==> config.mk <==
export PLATFORM = sky130hd
export DESIGN_NAME = line_monitor_and_duty_limiter
export DESIGN_NICKNAME = d
export VERILOG_FILES = /design/src/hdl/line_monitor_pkg.sv /design/src/hdl/line_peak_tracker.sv /design/src/hdl/line_monitor_and_duty_limiter.sv
export VERILOG_INCLUDE_DIRS = /design/src /design/src/hdl
export SDC_FILE = /design/constraint.sdc
export NUM_CORES = 1
export LEC_CHECK = 0
export BUFFER_PORTS_ARGS = -buffer_cell sky130_fd_sc_hd__buf_2
export CAP_MARGIN = 0
export CORE_ASPECT_RATIO = 0.9
export CORE_MARGIN = 3
export CORE_UTILIZATION = 62
export CTS_CLUSTER_SIZE = 24
export DETAILED_ROUTE_END_ITERATION = 8
export GPL_TIMING_DRIVEN = 0
export HOLD_SLACK_MARGIN = 0.03
export PLACE_DENSITY = 0.87
export SLEW_MARGIN = 20
export SYNTH_ARGS = -nofsm -noshare
export SYNTH_HDL_FRONTEND = slang
export SYNTH_SLANG_ARGS = --single-unit
export TNS_END_PERCENT = 10
==> constraint.sdc <==
create_clock -name clk_in -period 12.6 [get_ports clk_in]
set_clock_uncertainty 0.05 [all_clocks]
set_input_delay 0.63 -clock clk_in [delete_from_list [all_inputs] [get_ports clk_in]]
set_output_delay 0.63 -clock clk_in [all_outputs]
set_load 0.01 [all_outputs]
==> src/hdl/line_monitor_defines.svh <==
// Timing figures and field constants for the line monitor and duty limiter.
// Assumes a single 100 MHz clock; counts are derived here from the figures.
`ifndef LINE_MONITOR_DEFINES_SVH
`define LINE_MONITOR_DEFINES_SVH
`define CLK_MHZ 100
`define STOP_DELAY_US 300
`define HOLD_MS 50
`define START_DELAY_US 100
`define STEP_MS 32
`define FILTER_US 253
`define MIN_OFF_NS 590
`define MAX_DUTY_PCT 78
`define FAST_KHZ 400
`define PEAK_MARGIN 2
`define STOP_DELAY_CYC (`STOP_DELAY_US * `CLK_MHZ)
`define HOLD_CYC (`HOLD_MS * 1000 * `CLK_MHZ)
`define START_DELAY_CYC (`START_DELAY_US * `CLK_MHZ)
`define STEP_CYC (`STEP_MS * 1000 * `CLK_MHZ)
`define FILTER_CYC (`FILTER_US * `CLK_MHZ)
`define MIN_OFF_CYC ((`MIN_OFF_NS * `CLK_MHZ + 999) / 1000)
`define FAST_PERIOD_CYC ((`CLK_MHZ * 1000) / `FAST_KHZ)
`define HIGH_LINE_LEVEL 8
`define SLOPE_SHIFT 2
`endif

==> src/hdl/line_monitor_pkg.sv <==
// Types shared by the line monitor top and its peak tracker.
// Assumes nothing beyond a SystemVerilog package-aware compiler.
`default_nettype none
package line_monitor_pkg;
  typedef enum logic [2:0] {
    BO_CHARGE = 3'h0,
    BO_QUALIFY = 3'h1,
    BO_RUN = 3'h2,
    BO_STOP_DLY = 3'h3,
    BO_HOLD = 3'h4,
    BO_BROWNOUT = 3'h5,
    BO_LINE_WAIT = 3'h6
  } bo_state_type;
  typedef enum logic [1:0] {
    PWM_IDLE = 2'h0,
    PWM_ON = 2'h1,
    PWM_OFF = 2'h2
  } pwm_state_type;
  typedef enum logic [1:0] {
    MODE_ACF = 2'h0,
    MODE_TRANSITION = 2'h1,
    MODE_DCM = 2'h2,
    MODE_SKIP = 2'h3
  } mode_type;
  typedef struct packed {
    logic high_line;
    logic [3:0] opp_setting;
    logic [3:0] ilimit_setting;
  } line_select_type;
endpackage
`default_nettype wire

==> src/hdl/line_peak_tracker.sv <==
// Quantized line peak tracker: glitch filter, running maximum, held peak.
// Assumes level_in is already synchronised to clk_in and reset is synchronous-released.
`include "line_monitor_defines.svh"
`default_nettype none
module line_peak_tracker #(
  parameter int unsigned LW = 4,
  parameter int unsigned FILTER_CYC = `FILTER_CYC,
  parameter int unsigned STEP_CYC = `STEP_CYC
) (
  // Clock and reset
  input wire logic clk_in,
  input wire logic rst_n_in,
  // Quantized level
  input wire logic [LW-1:0] level_in,
  // Peaks
  output logic [LW-1:0] held_out,
  output logic [LW-1:0] cur_out,
  output logic found_out
);
  import line_monitor_pkg::*;
  localparam logic [LW-1:0] TOP = {LW{1'b1}};
  localparam logic [LW-1:0] MARGIN = LW'(`PEAK_MARGIN);
  logic [LW-1:0] cand_reg, filt_reg, max_reg, last_reg, target_reg;
  logic [24:0] fcnt_reg, tick_reg;
  logic falling_reg, evt, tick;
  logic [LW-1:0] new_peak;

  // Saturating add of the peak margin
  function automatic logic [LW-1:0] sat_add(input logic [LW-1:0] a);
    sat_add = (a > TOP - MARGIN) ? TOP : a + MARGIN;
  endfunction

  // Front filter: a level must stand the whole filter time to count
  always_ff @(posedge clk_in or negedge rst_n_in) begin
    if (!rst_n_in) begin
      cand_reg <= '0;
      fcnt_reg <= '0;
      filt_reg <= '0;
    end else if (level_in != cand_reg) begin
      cand_reg <= level_in;
      fcnt_reg <= '0;
    end else if (fcnt_reg < 25'(FILTER_CYC - 1)) begin
      fcnt_reg <= fcnt_reg + 25'h1;
    end else begin
      filt_reg <= cand_reg;
    end
  end

  // Peak event once the line falls two levels below the running maximum
  assign evt = !falling_reg && (filt_reg < max_reg) && (max_reg - filt_reg >= MARGIN);
  assign new_peak = sat_add(max_reg);

  // Running maximum; follows the line down after a peak to avoid refiring
  always_ff @(posedge clk_in or negedge rst_n_in) begin
    if (!rst_n_in) begin
      max_reg <= '0;
      falling_reg <= 1'b0;
    end else if (filt_reg > max_reg) begin
      max_reg <= filt_reg;
      falling_reg <= 1'b0;
    end else if (evt) begin
      max_reg <= filt_reg;
      falling_reg <= 1'b1;
    end else if (falling_reg && filt_reg < max_reg) begin
      max_reg <= filt_reg;
    end
  end

  // Current peak and the two-in-a-row target
  always_ff @(posedge clk_in or negedge rst_n_in) begin
    if (!rst_n_in) begin
      cur_out <= '0;
      last_reg <= '0;
      target_reg <= '0;
      found_out <= 1'b0;
    end else if (evt) begin
      cur_out <= new_peak;
      last_reg <= new_peak;
      found_out <= 1'b1;
      if (!found_out || new_peak == last_reg) begin
        target_reg <= new_peak;
      end
    end
  end

  // Slew interval divider
  assign tick = (tick_reg == 25'(STEP_CYC - 1));
  always_ff @(posedge clk_in or negedge rst_n_in) begin
    if (!rst_n_in) begin
      tick_reg <= '0;
    end else begin
      tick_reg <= tick ? 25'h0 : tick_reg + 25'h1;
    end
  end

  // Held peak: first peak taken at once, then one level per interval
  always_ff @(posedge clk_in or negedge rst_n_in) begin
    if (!rst_n_in) begin
      held_out <= '0;
    end else if (evt && !found_out) begin
      held_out <= new_peak;
    end else if (tick && found_out && held_out < target_reg) begin
      held_out <= held_out + LW'(1);
    end else if (tick && found_out && held_out > target_reg) begin
      held_out <= held_out - LW'(1);
    end
  end
endmodule
`default_nettype wire

==> src/hdl/line_monitor_and_duty_limiter.sv <==
// Brownout filter, line-range selection and main-switch on/off-time limiter.
// Assumes analog comparator pins are asynchronous; mode, sense code, command,
// period and soft-start status come from logic on clk_in.
`include "line_monitor_defines.svh"
`default_nettype none
module line_monitor_and_duty_limiter
  import line_monitor_pkg::*;
#(
  parameter int unsigned NLEV = 15,
  parameter int unsigned PW = 12,
  parameter int unsigned SW = 10,
  parameter int unsigned STOP_CYC = `STOP_DELAY_CYC,
  parameter int unsigned HOLD_CYC = `HOLD_CYC,
  parameter int unsigned START_CYC = `START_DELAY_CYC,
  parameter int unsigned FILTER_CYC = `FILTER_CYC,
  parameter int unsigned STEP_CYC = `STEP_CYC
) (
  // Clock and reset
  input wire logic clk_in,
  input wire logic reset_n_in,
  // Analog comparator pins
  input wire logic startup_current_in,
  input wire logic supply_on_in,
  input wire logic line_above_start_in,
  input wire logic line_below_stop_in,
  input wire logic line_present_in,
  input wire logic [NLEV-1:0] line_level_thermo_in,
  // Sequencer status
  input wire logic soft_start_done_in,
  input wire logic ss_wait_done_in,
  input wire line_monitor_pkg::mode_type mode_in,
  // Switching cycle control
  input wire logic cycle_request_in,
  input wire logic [PW-1:0] period_cycles_in,
  input wire logic [PW-1:0] rt_period_cycles_in,
  input wire logic [SW-1:0] current_sense_in,
  input wire logic [SW-1:0] control_command_in,
  // Drive and status
  output logic gate_drive_out,
  output logic run_enable_out,
  output logic brownout_out,
  output logic line_wait_out,
  output var line_monitor_pkg::line_select_type line_select_out
);
  localparam int unsigned NA = NLEV + 5;
  localparam logic [PW-1:0] MIN_OFF = PW'(`MIN_OFF_CYC);
  localparam logic [PW-1:0] FAST_PERIOD = PW'(`FAST_PERIOD_CYC);
  localparam line_select_type SEL_DEFAULT = '{1'b0, 4'h0, 4'h0};

  logic [1:0] rst_sync_reg;
  logic rst_n;
  logic [NA-1:0] async_vec, sync1_reg, sync2_reg;
  logic startup_on, supply_on, above_start, below_stop, line_present;
  logic [3:0] level;
  bo_state_type bo_state_reg, bo_next;
  logic [25:0] tmr_reg, start_cnt_reg;
  logic start_ok, drive_allow;
  logic line_en_reg;
  logic [3:0] held_peak, cur_peak;
  logic peak_found;
  pwm_state_type pwm_state_reg, pwm_next;
  logic [PW-1:0] cnt_reg, per_reg, onmax_reg, period_eff, on_max, duty_lim;
  logic [PW+6:0] duty_prod;
  logic acf_cyc_reg, trip;
  logic [SW:0] sense_sum;
  logic [PW-1:0] off_cnt_reg;

  // Reset release through two flops
  always_ff @(posedge clk_in or negedge reset_n_in) begin
    if (!reset_n_in) begin
      rst_sync_reg <= 2'h0;
    end else begin
      rst_sync_reg <= {rst_sync_reg[0], 1'b1};
    end
  end
  assign rst_n = rst_sync_reg[1];

  // Two-flop synchronisers, one per comparator bit
  assign async_vec = {line_level_thermo_in, line_present_in, line_below_stop_in,
                      line_above_start_in, supply_on_in, startup_current_in};
  for (genvar i = 0; i < NA; i++) begin : g_sync
    always_ff @(posedge clk_in or negedge rst_n) begin
      if (!rst_n) begin
        sync1_reg[i] <= 1'b0;
        sync2_reg[i] <= 1'b0;
      end else begin
        sync1_reg[i] <= async_vec[i];
        sync2_reg[i] <= sync1_reg[i];
      end
    end
  end
  assign startup_on = sync2_reg[0];
  assign supply_on = sync2_reg[1];
  assign above_start = sync2_reg[2];
  assign below_stop = sync2_reg[3];
  assign line_present = sync2_reg[4];

  // Thermometer to level index; a popcount tolerates one bad rung
  always_comb begin
    level = 4'h0;
    for (int k = 0; k < NLEV; k++) begin
      level = level + 4'(sync2_reg[k + 5]);
    end
  end

  // Start qualification; held at zero while startup current flows
  always_ff @(posedge clk_in or negedge rst_n) begin
    if (!rst_n) begin
      start_cnt_reg <= '0;
    end else if (startup_on || !above_start) begin
      start_cnt_reg <= '0;
    end else if (!start_ok) begin
      start_cnt_reg <= start_cnt_reg + 26'h1;
    end
  end
  assign start_ok = (start_cnt_reg >= 26'(START_CYC - 1));

  // Brownout filter state machine
  always_comb begin
    bo_next = bo_state_reg;
    case (bo_state_reg)
      BO_CHARGE: if (!startup_on && supply_on) bo_next = BO_QUALIFY;
      BO_QUALIFY: begin
        if (startup_on) bo_next = BO_CHARGE;
        else if (start_ok && supply_on) bo_next = BO_RUN;
      end
      BO_RUN: if (below_stop) bo_next = BO_STOP_DLY;
      BO_STOP_DLY: begin
        if (above_start) bo_next = BO_RUN;
        else if (tmr_reg >= 26'(STOP_CYC - 1)) bo_next = BO_HOLD;
      end
      BO_HOLD: begin
        if (start_ok) bo_next = BO_RUN;
        else if (tmr_reg >= 26'(HOLD_CYC - 1)) bo_next = BO_BROWNOUT;
      end
      BO_BROWNOUT: bo_next = BO_QUALIFY;
      BO_LINE_WAIT: if (line_present) bo_next = BO_CHARGE;
      default: bo_next = BO_CHARGE;
    endcase
    if (!line_present && (bo_state_reg == BO_RUN || bo_state_reg == BO_STOP_DLY ||
        bo_state_reg == BO_HOLD)) begin
      bo_next = BO_LINE_WAIT;
    end
  end

  // State register and its dwell timer
  always_ff @(posedge clk_in or negedge rst_n) begin
    if (!rst_n) begin
      bo_state_reg <= BO_CHARGE;
      tmr_reg <= '0;
    end else begin
      bo_state_reg <= bo_next;
      tmr_reg <= (bo_next != bo_state_reg) ? 26'h0 : tmr_reg + 26'h1;
    end
  end
  assign drive_allow = (bo_state_reg == BO_RUN) || (bo_state_reg == BO_STOP_DLY) ||
                       (bo_state_reg == BO_HOLD);

  // Status flops
  always_ff @(posedge clk_in or negedge rst_n) begin
    if (!rst_n) begin
      run_enable_out <= 1'b0;
      brownout_out <= 1'b0;
      line_wait_out <= 1'b0;
    end else begin
      run_enable_out <= drive_allow;
      line_wait_out <= (bo_next == BO_LINE_WAIT);
      if (bo_next == BO_BROWNOUT) brownout_out <= 1'b1;
      else if (bo_next == BO_RUN) brownout_out <= 1'b0;
    end
  end

  line_peak_tracker #(
    .LW(4),
    .FILTER_CYC(FILTER_CYC),
    .STEP_CYC(STEP_CYC)
  ) u_tracker (
    .clk_in(clk_in),
    .rst_n_in(rst_n),
    .level_in(level),
    .held_out(held_peak),
    .cur_out(cur_peak),
    .found_out(peak_found)
  );

  // Line changes unlocked once soft start and its wait are both over
  always_ff @(posedge clk_in or negedge rst_n) begin
    if (!rst_n) begin
      line_en_reg <= 1'b0;
    end else if (soft_start_done_in && ss_wait_done_in) begin
      line_en_reg <= 1'b1;
    end
  end

  // Line-dependent settings; low line until unlocked and a peak exists
  always_ff @(posedge clk_in or negedge rst_n) begin
    if (!rst_n) begin
      line_select_out <= SEL_DEFAULT;
    end else if (line_en_reg && peak_found) begin
      line_select_out.high_line <= (held_peak >= 4'(`HIGH_LINE_LEVEL));
      line_select_out.opp_setting <= held_peak;
      line_select_out.ilimit_setting <= cur_peak;
    end
  end

  // Period floor from the timing resistor in active clamp mode
  assign period_eff = (mode_in == MODE_ACF && rt_period_cycles_in > period_cycles_in) ?
                      rt_period_cycles_in : period_cycles_in;
  assign duty_prod = (PW + 7)'(period_eff) * (PW + 7)'(`MAX_DUTY_PCT);
  assign duty_lim = PW'(duty_prod / (PW + 7)'(100));

  // On-time cap: duty ratio when slow, minimum off-time when fast
  always_comb begin
    if (period_eff < FAST_PERIOD) begin
      on_max = (period_eff > MIN_OFF) ? period_eff - MIN_OFF : PW'(1);
    end else begin
      on_max = duty_lim;
    end
    if (mode_in == MODE_ACF && {1'b0, on_max} + {1'b0, MIN_OFF} > {1'b0, period_eff}) begin
      on_max = (period_eff > MIN_OFF) ? period_eff - MIN_OFF : PW'(1);
    end
    if (on_max == '0) on_max = PW'(1);
  end

  // Peak current comparison with a rising compensation ramp
  assign sense_sum = {1'b0, current_sense_in} + (SW + 1)'(cnt_reg >> `SLOPE_SHIFT);
  assign trip = (sense_sum >= {1'b0, control_command_in});

  // Switching cycle sequencer
  always_comb begin
    pwm_next = pwm_state_reg;
    case (pwm_state_reg)
      PWM_IDLE: begin
        if (cycle_request_in && drive_allow && mode_in != MODE_SKIP) begin
          pwm_next = PWM_ON;
        end
      end
      PWM_ON: begin
        if (!drive_allow || trip || cnt_reg >= onmax_reg - PW'(1)) begin
          pwm_next = PWM_OFF;
        end
      end
      PWM_OFF: if (cnt_reg >= per_reg - PW'(1)) pwm_next = PWM_IDLE;
      default: pwm_next = PWM_IDLE;
    endcase
  end

  // Cycle counter with period and cap latched at cycle start
  always_ff @(posedge clk_in or negedge rst_n) begin
    if (!rst_n) begin
      pwm_state_reg <= PWM_IDLE;
      cnt_reg <= '0;
      per_reg <= '0;
      onmax_reg <= PW'(1);
      acf_cyc_reg <= 1'b0;
    end else begin
      pwm_state_reg <= pwm_next;
      if (pwm_state_reg == PWM_IDLE && pwm_next == PWM_ON) begin
        cnt_reg <= '0;
        per_reg <= period_eff;
        onmax_reg <= on_max;
        acf_cyc_reg <= (mode_in == MODE_ACF);
      end else if (pwm_state_reg != PWM_IDLE) begin
        cnt_reg <= cnt_reg + PW'(1);
      end
    end
  end

  // Gate output; aborting a pulse still finishes the off-time
  always_ff @(posedge clk_in or negedge rst_n) begin
    if (!rst_n) begin
      gate_drive_out <= 1'b0;
    end else begin
      gate_drive_out <= (pwm_next == PWM_ON) && drive_allow;
    end
  end

  // Off-time counter watched by the minimum off check only
  always_ff @(posedge clk_in or negedge rst_n) begin
    if (!rst_n) begin
      off_cnt_reg <= {PW{1'b1}};
    end else if (gate_drive_out) begin
      off_cnt_reg <= '0;
    end else if (off_cnt_reg != {PW{1'b1}}) begin
      off_cnt_reg <= off_cnt_reg + PW'(1);
    end
  end
endmodule
`default_nettype wire

==> results of run 1 <==
## final timing paths
kind	to	depth (start not counted)	slack [ps]
setup / recovery	onmax_reg[5]$_DFFE_PN0P_	69	-2400
hold / removal	tmr_reg[18]$_DFF_PN0_	0	150
setup reg to reg	u_tracker.fcnt_reg[5]$_DFFE_PN0N_	13	7520
hold reg to reg	tmr_reg[18]$_DFF_PN0_	0	150
max in group asynchronous	sync1_reg[8]$_DFF_PN0_	3	11200
min in group clk_in	sync1_reg[8]$_DFF_PN0_	1	160
## placed cells by master (no fill, tap or decap), types with 16 or more instances in the layout
cell	count
sky130_fd_sc_hd__nand2b_1	23
sky130_fd_sc_hd__xor2_1	60
sky130_fd_sc_hd__inv_1	125
sky130_fd_sc_hd__fa_1	27
sky130_fd_sc_hd__buf_4	68
sky130_fd_sc_hd__nor2_1	168
sky130_fd_sc_hd__a21oi_1	83
sky130_fd_sc_hd__a21o_1	37
sky130_fd_sc_hd__o21ai_0	80
sky130_fd_sc_hd__xnor2_1	92
sky130_fd_sc_hd__nand3_1	80
sky130_fd_sc_hd__mux2_2	16
sky130_fd_sc_hd__nand4_1	27
sky130_fd_sc_hd__nor4_1	19
sky130_fd_sc_hd__ha_1	116
sky130_fd_sc_hd__clkbuf_1	36
sky130_fd_sc_hd__nand2_1	132
sky130_fd_sc_hd__buf_2	88
sky130_fd_sc_hd__a31oi_1	24
sky130_fd_sc_hd__nor3_1	36
sky130_fd_sc_hd__clkbuf_16	25
sky130_fd_sc_hd__dfrtp_1	223
sky130_fd_sc_hd__and3_1	36
sky130_fd_sc_hd__or3_1	18
sky130_fd_sc_hd__o21ai_1	22
sky130_fd_sc_hd__and2_1	24
## area by class of cell
class                           instances  area [µm²]  area share
Clock inverter                          7        98.8     0.00487
Inverter                              137         544      0.0268
Sequential cell                       225        5640       0.278
Timing Repair Buffer                  158        1090      0.0538
Clock buffer                           34         678      0.0334
Tap cell                              348         435      0.0215
Multi-Input combinational cell       1476       11500       0.567
Buffer                                 50         297      0.0146
## metal layers
layer	part of all wire	vias to the layer above	global-route usage
met5	0	-	0
li1	-	7163	-
met3	0.069	205	0.0375
met1	0.39	7668	0.379
met2	0.50	781	0.543
met4	0.043	0	0.106
## through the flow
stage / utilization / area, µm² / TNS (ps) / setup WS [ps] / instances
after floorplan: - / 17300 / -15430 / -1350 / 1891
after global placement: 0.686 / 18200 / -42000 / -3560 / 2322
after detailed placement: 0.690 / 18300 / -43630 / -3700 / 2326
after CTS: 0.748 / 19800 / -20650 / -1790 / 2407
after global routing: 0.766 / 20300 / -32740 / -2780 / 2435
final: 0.766 / 20300 / -27810 / -2400 / 2435
## cells by family (layout without fill, tap and decap cells)
kind of cell / after synthesis / after routing
AO/OA/AOI/OAI: 471 / 471
buffers and inverters: 190 / 386
multiplexers: 39 / 39
AND/OR/NAND/NOR: 652 / 652
flip-flops: 225 / 225
adder cells (fa/ha/maj): 157 / 157
XOR/XNOR: 156 / 156
other: 1 / 1
## repair_timing
| item | CTS | global route |
|---|---|---|
| hold buffers | 1 | 0 |
| pin swaps | 35 | 51 |
| hold endpoints to repair | 2 | 0 |
| gates cloned | 1 | 1 |
| resized for setup | 83 | 61 |
| setup endpoints to repair | 12 | 12 |
| setup buffers | 38 | 30 |
==> summary.txt, run 1 <==
Run status
  – Outcome: finished, violations left
  – Violations in the final reports: negative setup slack

Route
  – DRC violations left: 0
  – Final routed wirelength across all metal layers: about 48000 µm
  – Via count: 15800
  – Post-route ant nets: 0
  – Detailed-route vias per instance: 6.50
  – Router iterations before antenna repair: 6
  – Iteration-0 DRC count of the detailed router: 1463
  – Average routed wire per standard cell: approximately 20 µm

Floorplan
  – Overall die width: 180 µm
  – Vertical die dimension: 163 µm
  – Placement row count: 56
  – Initial Util: 0.639
  – Area of the core region: around 26000 µm²
  – Count of pins on the block boundary: 84
  – Total Die Area: 29300 µm²

Logic synthesis
  – Portion of synthesized cell area occupied by the leading cell type: 0.331
  – Sequential cell area fraction in the yosys report: 0.333
  – Synth Area in Simple Gates: 0.192
  – Most used DFF post-synth: sky130_fd_sc_hd__dfrtp_1
  – Syn Nets: 2116
  – Mux share of post-synthesis cell area: 0.0245
  – Gate count of the mapped netlist: 1891
  – Yosys cell types: 108
  – Synthesis Warnings: 0
  – Leading area contributor after synthesis: sky130_fd_sc_hd__dfrtp_1
  – Combinational family with the most area after synthesis: compound AO/OA/AOI/OAI gates
  – Top post-synthesis cells by area: sky130_fd_sc_hd__dfrtp_1, sky130_fd_sc_hd__ha_1, sky130_fd_sc_hd__xnor2_1
  – Cell area after synthesis: around 17000 µm²
  – Ys async rst share: 1.00
  – Most common library cells after synthesis: sky130_fd_sc_hd__dfrtp_1, sky130_fd_sc_hd__nor2_1, sky130_fd_sc_hd__inv_1, sky130_fd_sc_hd__nand2_1, sky130_fd_sc_hd__ha_1
  – Area share of xor/xnor cells in the synthesized design: 0.0823
  – Avg Cell Area, Syn: 8.95 µm²
  – Top-count cell post-synth: sky130_fd_sc_hd__dfrtp_1
  – Adder-cell area share of the yosys netlist: 0.128
  – Post-synthesis compound-gate area fraction: 0.195
  – Number of storage elements in the synthesis netlist: around 230
  – Number of flops mapped to enable cells by yosys: 0

Clock network
  – Clock transition at the register clock pins on the worst setup and hold paths after CTS: 60 ps
  – Worst skew pair latency: 520 ps
  – Deepest level of the CTS H-tree: 1
  – CTS tree: yes
  – CTS max path bufs: 3
  – Number of clock sinks: 225
  – Number of buffers added by the clock tree synthesis step: 24
  – Clock root buffer: sky130_fd_sc_hd__clkbuf_16

STA
  – Part of the cycle the worst path needs: 1.19
  – Post-layout minimum cycle time: 15000 ps
  – Final hold slack: 153 ps
  – Least-Margin Pin Slew: 1040 ps
  – Fin. max-slew vios: 0
  – Unrepaired setup endpoints after global routing: yes
  – FMAX: 66.7 MHz
  – Endpoints failing hold: 0
  – Max-slew headroom at the worst pin: 0.297
  – Worst Setup Slack, final: -2400 ps
  – Setup violations, final: 12

Finish
  – Final antenna diode count: 0
  – Fin nets: 2297
  – Fraction of final layout cells sized beyond drive strength 1: 0.198
  – Layout filler cell count: 1654
  – Area delta synth->final: 19.8%

Critical path
  – Worst path bufs/invs: 17
  – Slowest cell on crit path: sky130_fd_sc_hd__fa_1
  – Worst r2r src: sync2_reg[5]$_DFF_PN0_
  – Critical path launch point: period_cycles_in[5]
  – Critical path start-end classification: in2reg
  – CP Capture Type: flip-flop
  – Most prevalent standard cell on the critical path: sky130_fd_sc_hd__buf_6
  – Data required, critical path: 12960 ps
  – Peak fanout along the critical path: 10
  – CP Data Arrival Time: 15360 ps
  – Family of cells with the greatest summed delay on the critical path: compound AO/OA/AOI/OAI gates
  – Startpoint Class: primary input
  – Delay contributed by the slowest stage of the critical path: 520 ps

Flow run
  – Maximum Capacitance Violations: 0

Placement
  – Sum of net half-perimeters after detailed placement: 31400 µm
  – GPL Wtd Cong: around 0.93
  – Quantity of I/O buffers inserted on ports: 83

Global routing
  – Global-route wire length before repair: 75100 µm
  – Initial antenna violation count: 0
  – Overall routing resource usage: 0.302
  – Number of global-route vias before repair: 15500
  – Largest net degree at the start of global routing: 61
  – Gr ovfl total: 0

Hold path
  – Worst min-delay path class: reg2async
Power of run 1 is not shown: default switching activity piles up to over one toggle a cycle in this logic, so the estimate is an artifact.
==> inputs of run 2 (changes only) <==
Settings changed: ABC_AREA set to 1, PLACE_DENSITY 0.87 to 0.88.
==> run 2 against run 1 <==
The run still ends with negative setup slack left. Critical endpoint is now onmax_reg[0]$_DFFE_PN1P_. Critical path depth up 33. Area after synthesis down 3.1%. Global-route usage down 3.5 points. Synthesized cell count up 16%.
==> summary.txt, run 2 <==
Logic synthesis
  – Cell area after synthesis: 16400 µm²
  – Most used DFF post-synth: sky130_fd_sc_hd__dfrtp_1
  – Avg Cell Area, Syn: 7.45 µm²
  – Gate count of the mapped netlist: 2202
  – Syn Nets: 2427
  – Sequential cell area fraction in the yosys report: 0.343
  – Most common library cells after synthesis: sky130_fd_sc_hd__nand2_1, sky130_fd_sc_hd__inv_1, sky130_fd_sc_hd__dfrtp_1, sky130_fd_sc_hd__nor2_1, sky130_fd_sc_hd__nand3_1
  – Synthesis Warnings: 0
  – Top-count cell post-synth: sky130_fd_sc_hd__nand2_1
  – Ys async rst share: 1.00
  – Number of flops mapped to enable cells by yosys: 0
  – Yosys cell types: 58
  – Number of storage elements in the synthesis netlist: 225
  – Leading area contributor after synthesis: sky130_fd_sc_hd__dfrtp_1
  – Portion of synthesized cell area occupied by the leading cell type: 0.342
  – Top post-synthesis cells by area: sky130_fd_sc_hd__dfrtp_1, sky130_fd_sc_hd__nand2_1, sky130_fd_sc_hd__ha_1

Finish
  – Finished layout cell area: 20000 µm²
  – Filler-free cell count of the finished design: 2766
  – Final Core Density: 0.781
  – Area delta synth->final: 21.9%
  – Most used cells in the layout excluding fill and tap cells: sky130_fd_sc_hd__nand2_1, sky130_fd_sc_hd__inv_1, sky130_fd_sc_hd__dfrtp_1
  – Fraction of final layout cells sized beyond drive strength 1: 0.205
  – Layout filler cell count: 1595
  – Final antenna diode count: 0
  – Fin nets: between 2000 and 3000
  – Most common cell after layout, fill and taps aside: sky130_fd_sc_hd__nand2_1

Route
  – Final routed wirelength across all metal layers: between 40000 and 50000 µm
  – Post-route ant nets: 0
  – Router iterations before antenna repair: 9
  – Via count: 16400
  – Iteration-0 DRC count of the detailed router: 1860
  – Detailed-route vias per instance: between 5 and 6
  – Average routed wire per standard cell: 16.7 µm
  – DRC violations left: 0

Clock network
  – Clock transition at the register clock pins on the worst setup and hold paths after CTS: around 70 ps
  – Worst skew pair latency: 540 ps
  – Deepest level of the CTS H-tree: 1
  – Number of clock sinks: 225
  – CTS max path bufs: 3
  – Number of buffers added by the clock tree synthesis step: 25
  – Clock root buffer: sky130_fd_sc_hd__clkbuf_16
  – CTS tree: yes

Critical path
  – Delay contributed by the slowest stage of the critical path: 500 ps
  – Slowest cell on crit path: sky130_fd_sc_hd__fa_1
  – Startpoint Class: primary input
  – Critical path start-end classification: in2reg
  – CP Capture Type: flip-flop
  – Family of cells with the greatest summed delay on the critical path: simple AND/OR/NAND/NOR gates
  – Worst path bufs/invs: 14
  – Most prevalent standard cell on the critical path: sky130_fd_sc_hd__nand2_1
  – Peak fanout along the critical path: 7
  – Data required, critical path: 13010 ps
  – CP Data Arrival Time: 13290 ps

STA
  – Endpoints failing hold: 0
  – Part of the cycle the worst path needs: 1.02
  – Max-slew headroom at the worst pin: 0.420
  – Post-layout minimum cycle time: 12880 ps
  – Setup violations, final: 10
  – Worst Setup Slack, final: -282 ps
  – FMAX: between 70 and 80 MHz
  – Fin. max-slew vios: 0
  – Least-Margin Pin Slew: between 800 and 900 ps

Placement
  – Placed cell count: 2631
  – Sum of net half-perimeters after detailed placement: ~28000 µm
  – Post-place setup slack: -1910 ps
  – GPL Wtd Cong: 0.977
  – Quantity of I/O buffers inserted on ports: 83
  – Total placed instance area: 17400 µm²

Floorplan
  – Placement row count: between 50 and 60
  – Total Die Area: 28400 µm²
  – Area of the core region: 25600 µm²
  – Initial Util: 0.641
  – Count of pins on the block boundary: 84
  – Vertical die dimension: 160 µm
  – Overall die width: between 150 and 200 µm

Run status
  – Violations in the final reports: negative setup slack
  – Outcome: finished, violations left

Global routing
  – Number of global-route vias before repair: 14400
  – Largest net degree at the start of global routing: 61
  – Overall routing resource usage: 0.268
  – Initial antenna violation count: 0
  – Gr ovfl total: 0
  – Global-route wire length before repair: 65000 µm

Hold path
  – Worst min-delay path class: in2reg

Flow run
  – Maximum Capacitance Violations: 0
-- run 2: metal layers --
metal / up-vias / share of wire / GRT usage
met5: - / 0 / 0
met4: 0 / 0.062 / 0.0796
met3: 315 / 0.076 / 0.0371
met2: 934 / 0.47 / 0.448
met1: 7631 / 0.39 / 0.364
li1: 7524 / - / -
-- run 2: through the flow --
| stage | hold slack [ps] | TNS [ps] |
|---|---|---|
| after CTS | 126 | 0 |
| final | 139 | -816 |
| after detailed placement | 191 | -19310 |
| after global placement | 282 | -13930 |
| after global routing | 133 | -6750 |
| after floorplan | 281 | 0 |
-- run 2: worst paths after layout --
check	depth (start not counted)	startpoint	slack, ps	end
max	102	period_cycles_in[1]	-280	onmax_reg[0]$_DFFE_PN1P_
min	1	line_level_thermo_in[11]	140	sync1_reg[16]$_DFF_PN0_
max reg2reg	15	sync2_reg[5]$_DFF_PN0_	7630	u_tracker.fcnt_reg[6]$_DFFE_PN0N_
min reg2reg	0	rst_sync_reg[1]$_DFF_PN0_	190	tmr_reg[12]$_DFF_PN0_
max in group asynchronous	2	rst_sync_reg[1]$_DFF_PN0_	11420	sync1_reg[8]$_DFF_PN0_
min in group asynchronous	0	rst_sync_reg[1]$_DFF_PN0_	190	tmr_reg[12]$_DFF_PN0_
-- run 2: logic make-up (layout without fill, tap and decap cells) --
| kind of cell | after synthesis | after routing | share of synthesized area |
|---|---|---|---|
| muxes | 1 | 1 | 0.000686 |
| buffers and inverters | 411 | 633 | 0.0953 |
| and+or+nand+nor | 1024 | 1024 | 0.284 |
| other | 1 | 1 | 0.000229 |
| xor gates and xnor gates | 71 | 71 | 0.0384 |
| adders and majority gates | 154 | 154 | 0.130 |
| AOI/OAI and AO/OA | 315 | 315 | 0.108 |
| DFF | 225 | 225 | 0.343 |
-- run 2: what timing repair did --
| item | 4_1_cts | 5_1_grt |
|---|---|---|
| gates resized for setup | 41 | 225 |
| endpoints found under the hold margin | 2 | 0 |
| setup buffers | 12 | 76 |
| pin swaps | 10 | 121 |
| hold buffers | 1 | 0 |
| cloned | 1 | 2 |
| endpoints found under the setup margin | 12 | 12 |
-- run 2: cell type report --
cell class	count	area (µm²)	area share
Buffer	22	130	0.00650
Clock buffer	33	696	0.0348
Clock inverter	10	165	0.00826
Inverter	389	1470	0.0737
Multi-Input combinational cell	1566	10200	0.511
Sequential cell	225	5640	0.282
Tap cell	342	428	0.0214
Timing Repair Buffer	179	1240	0.0622
Power of run 2 is left out for the same reason.
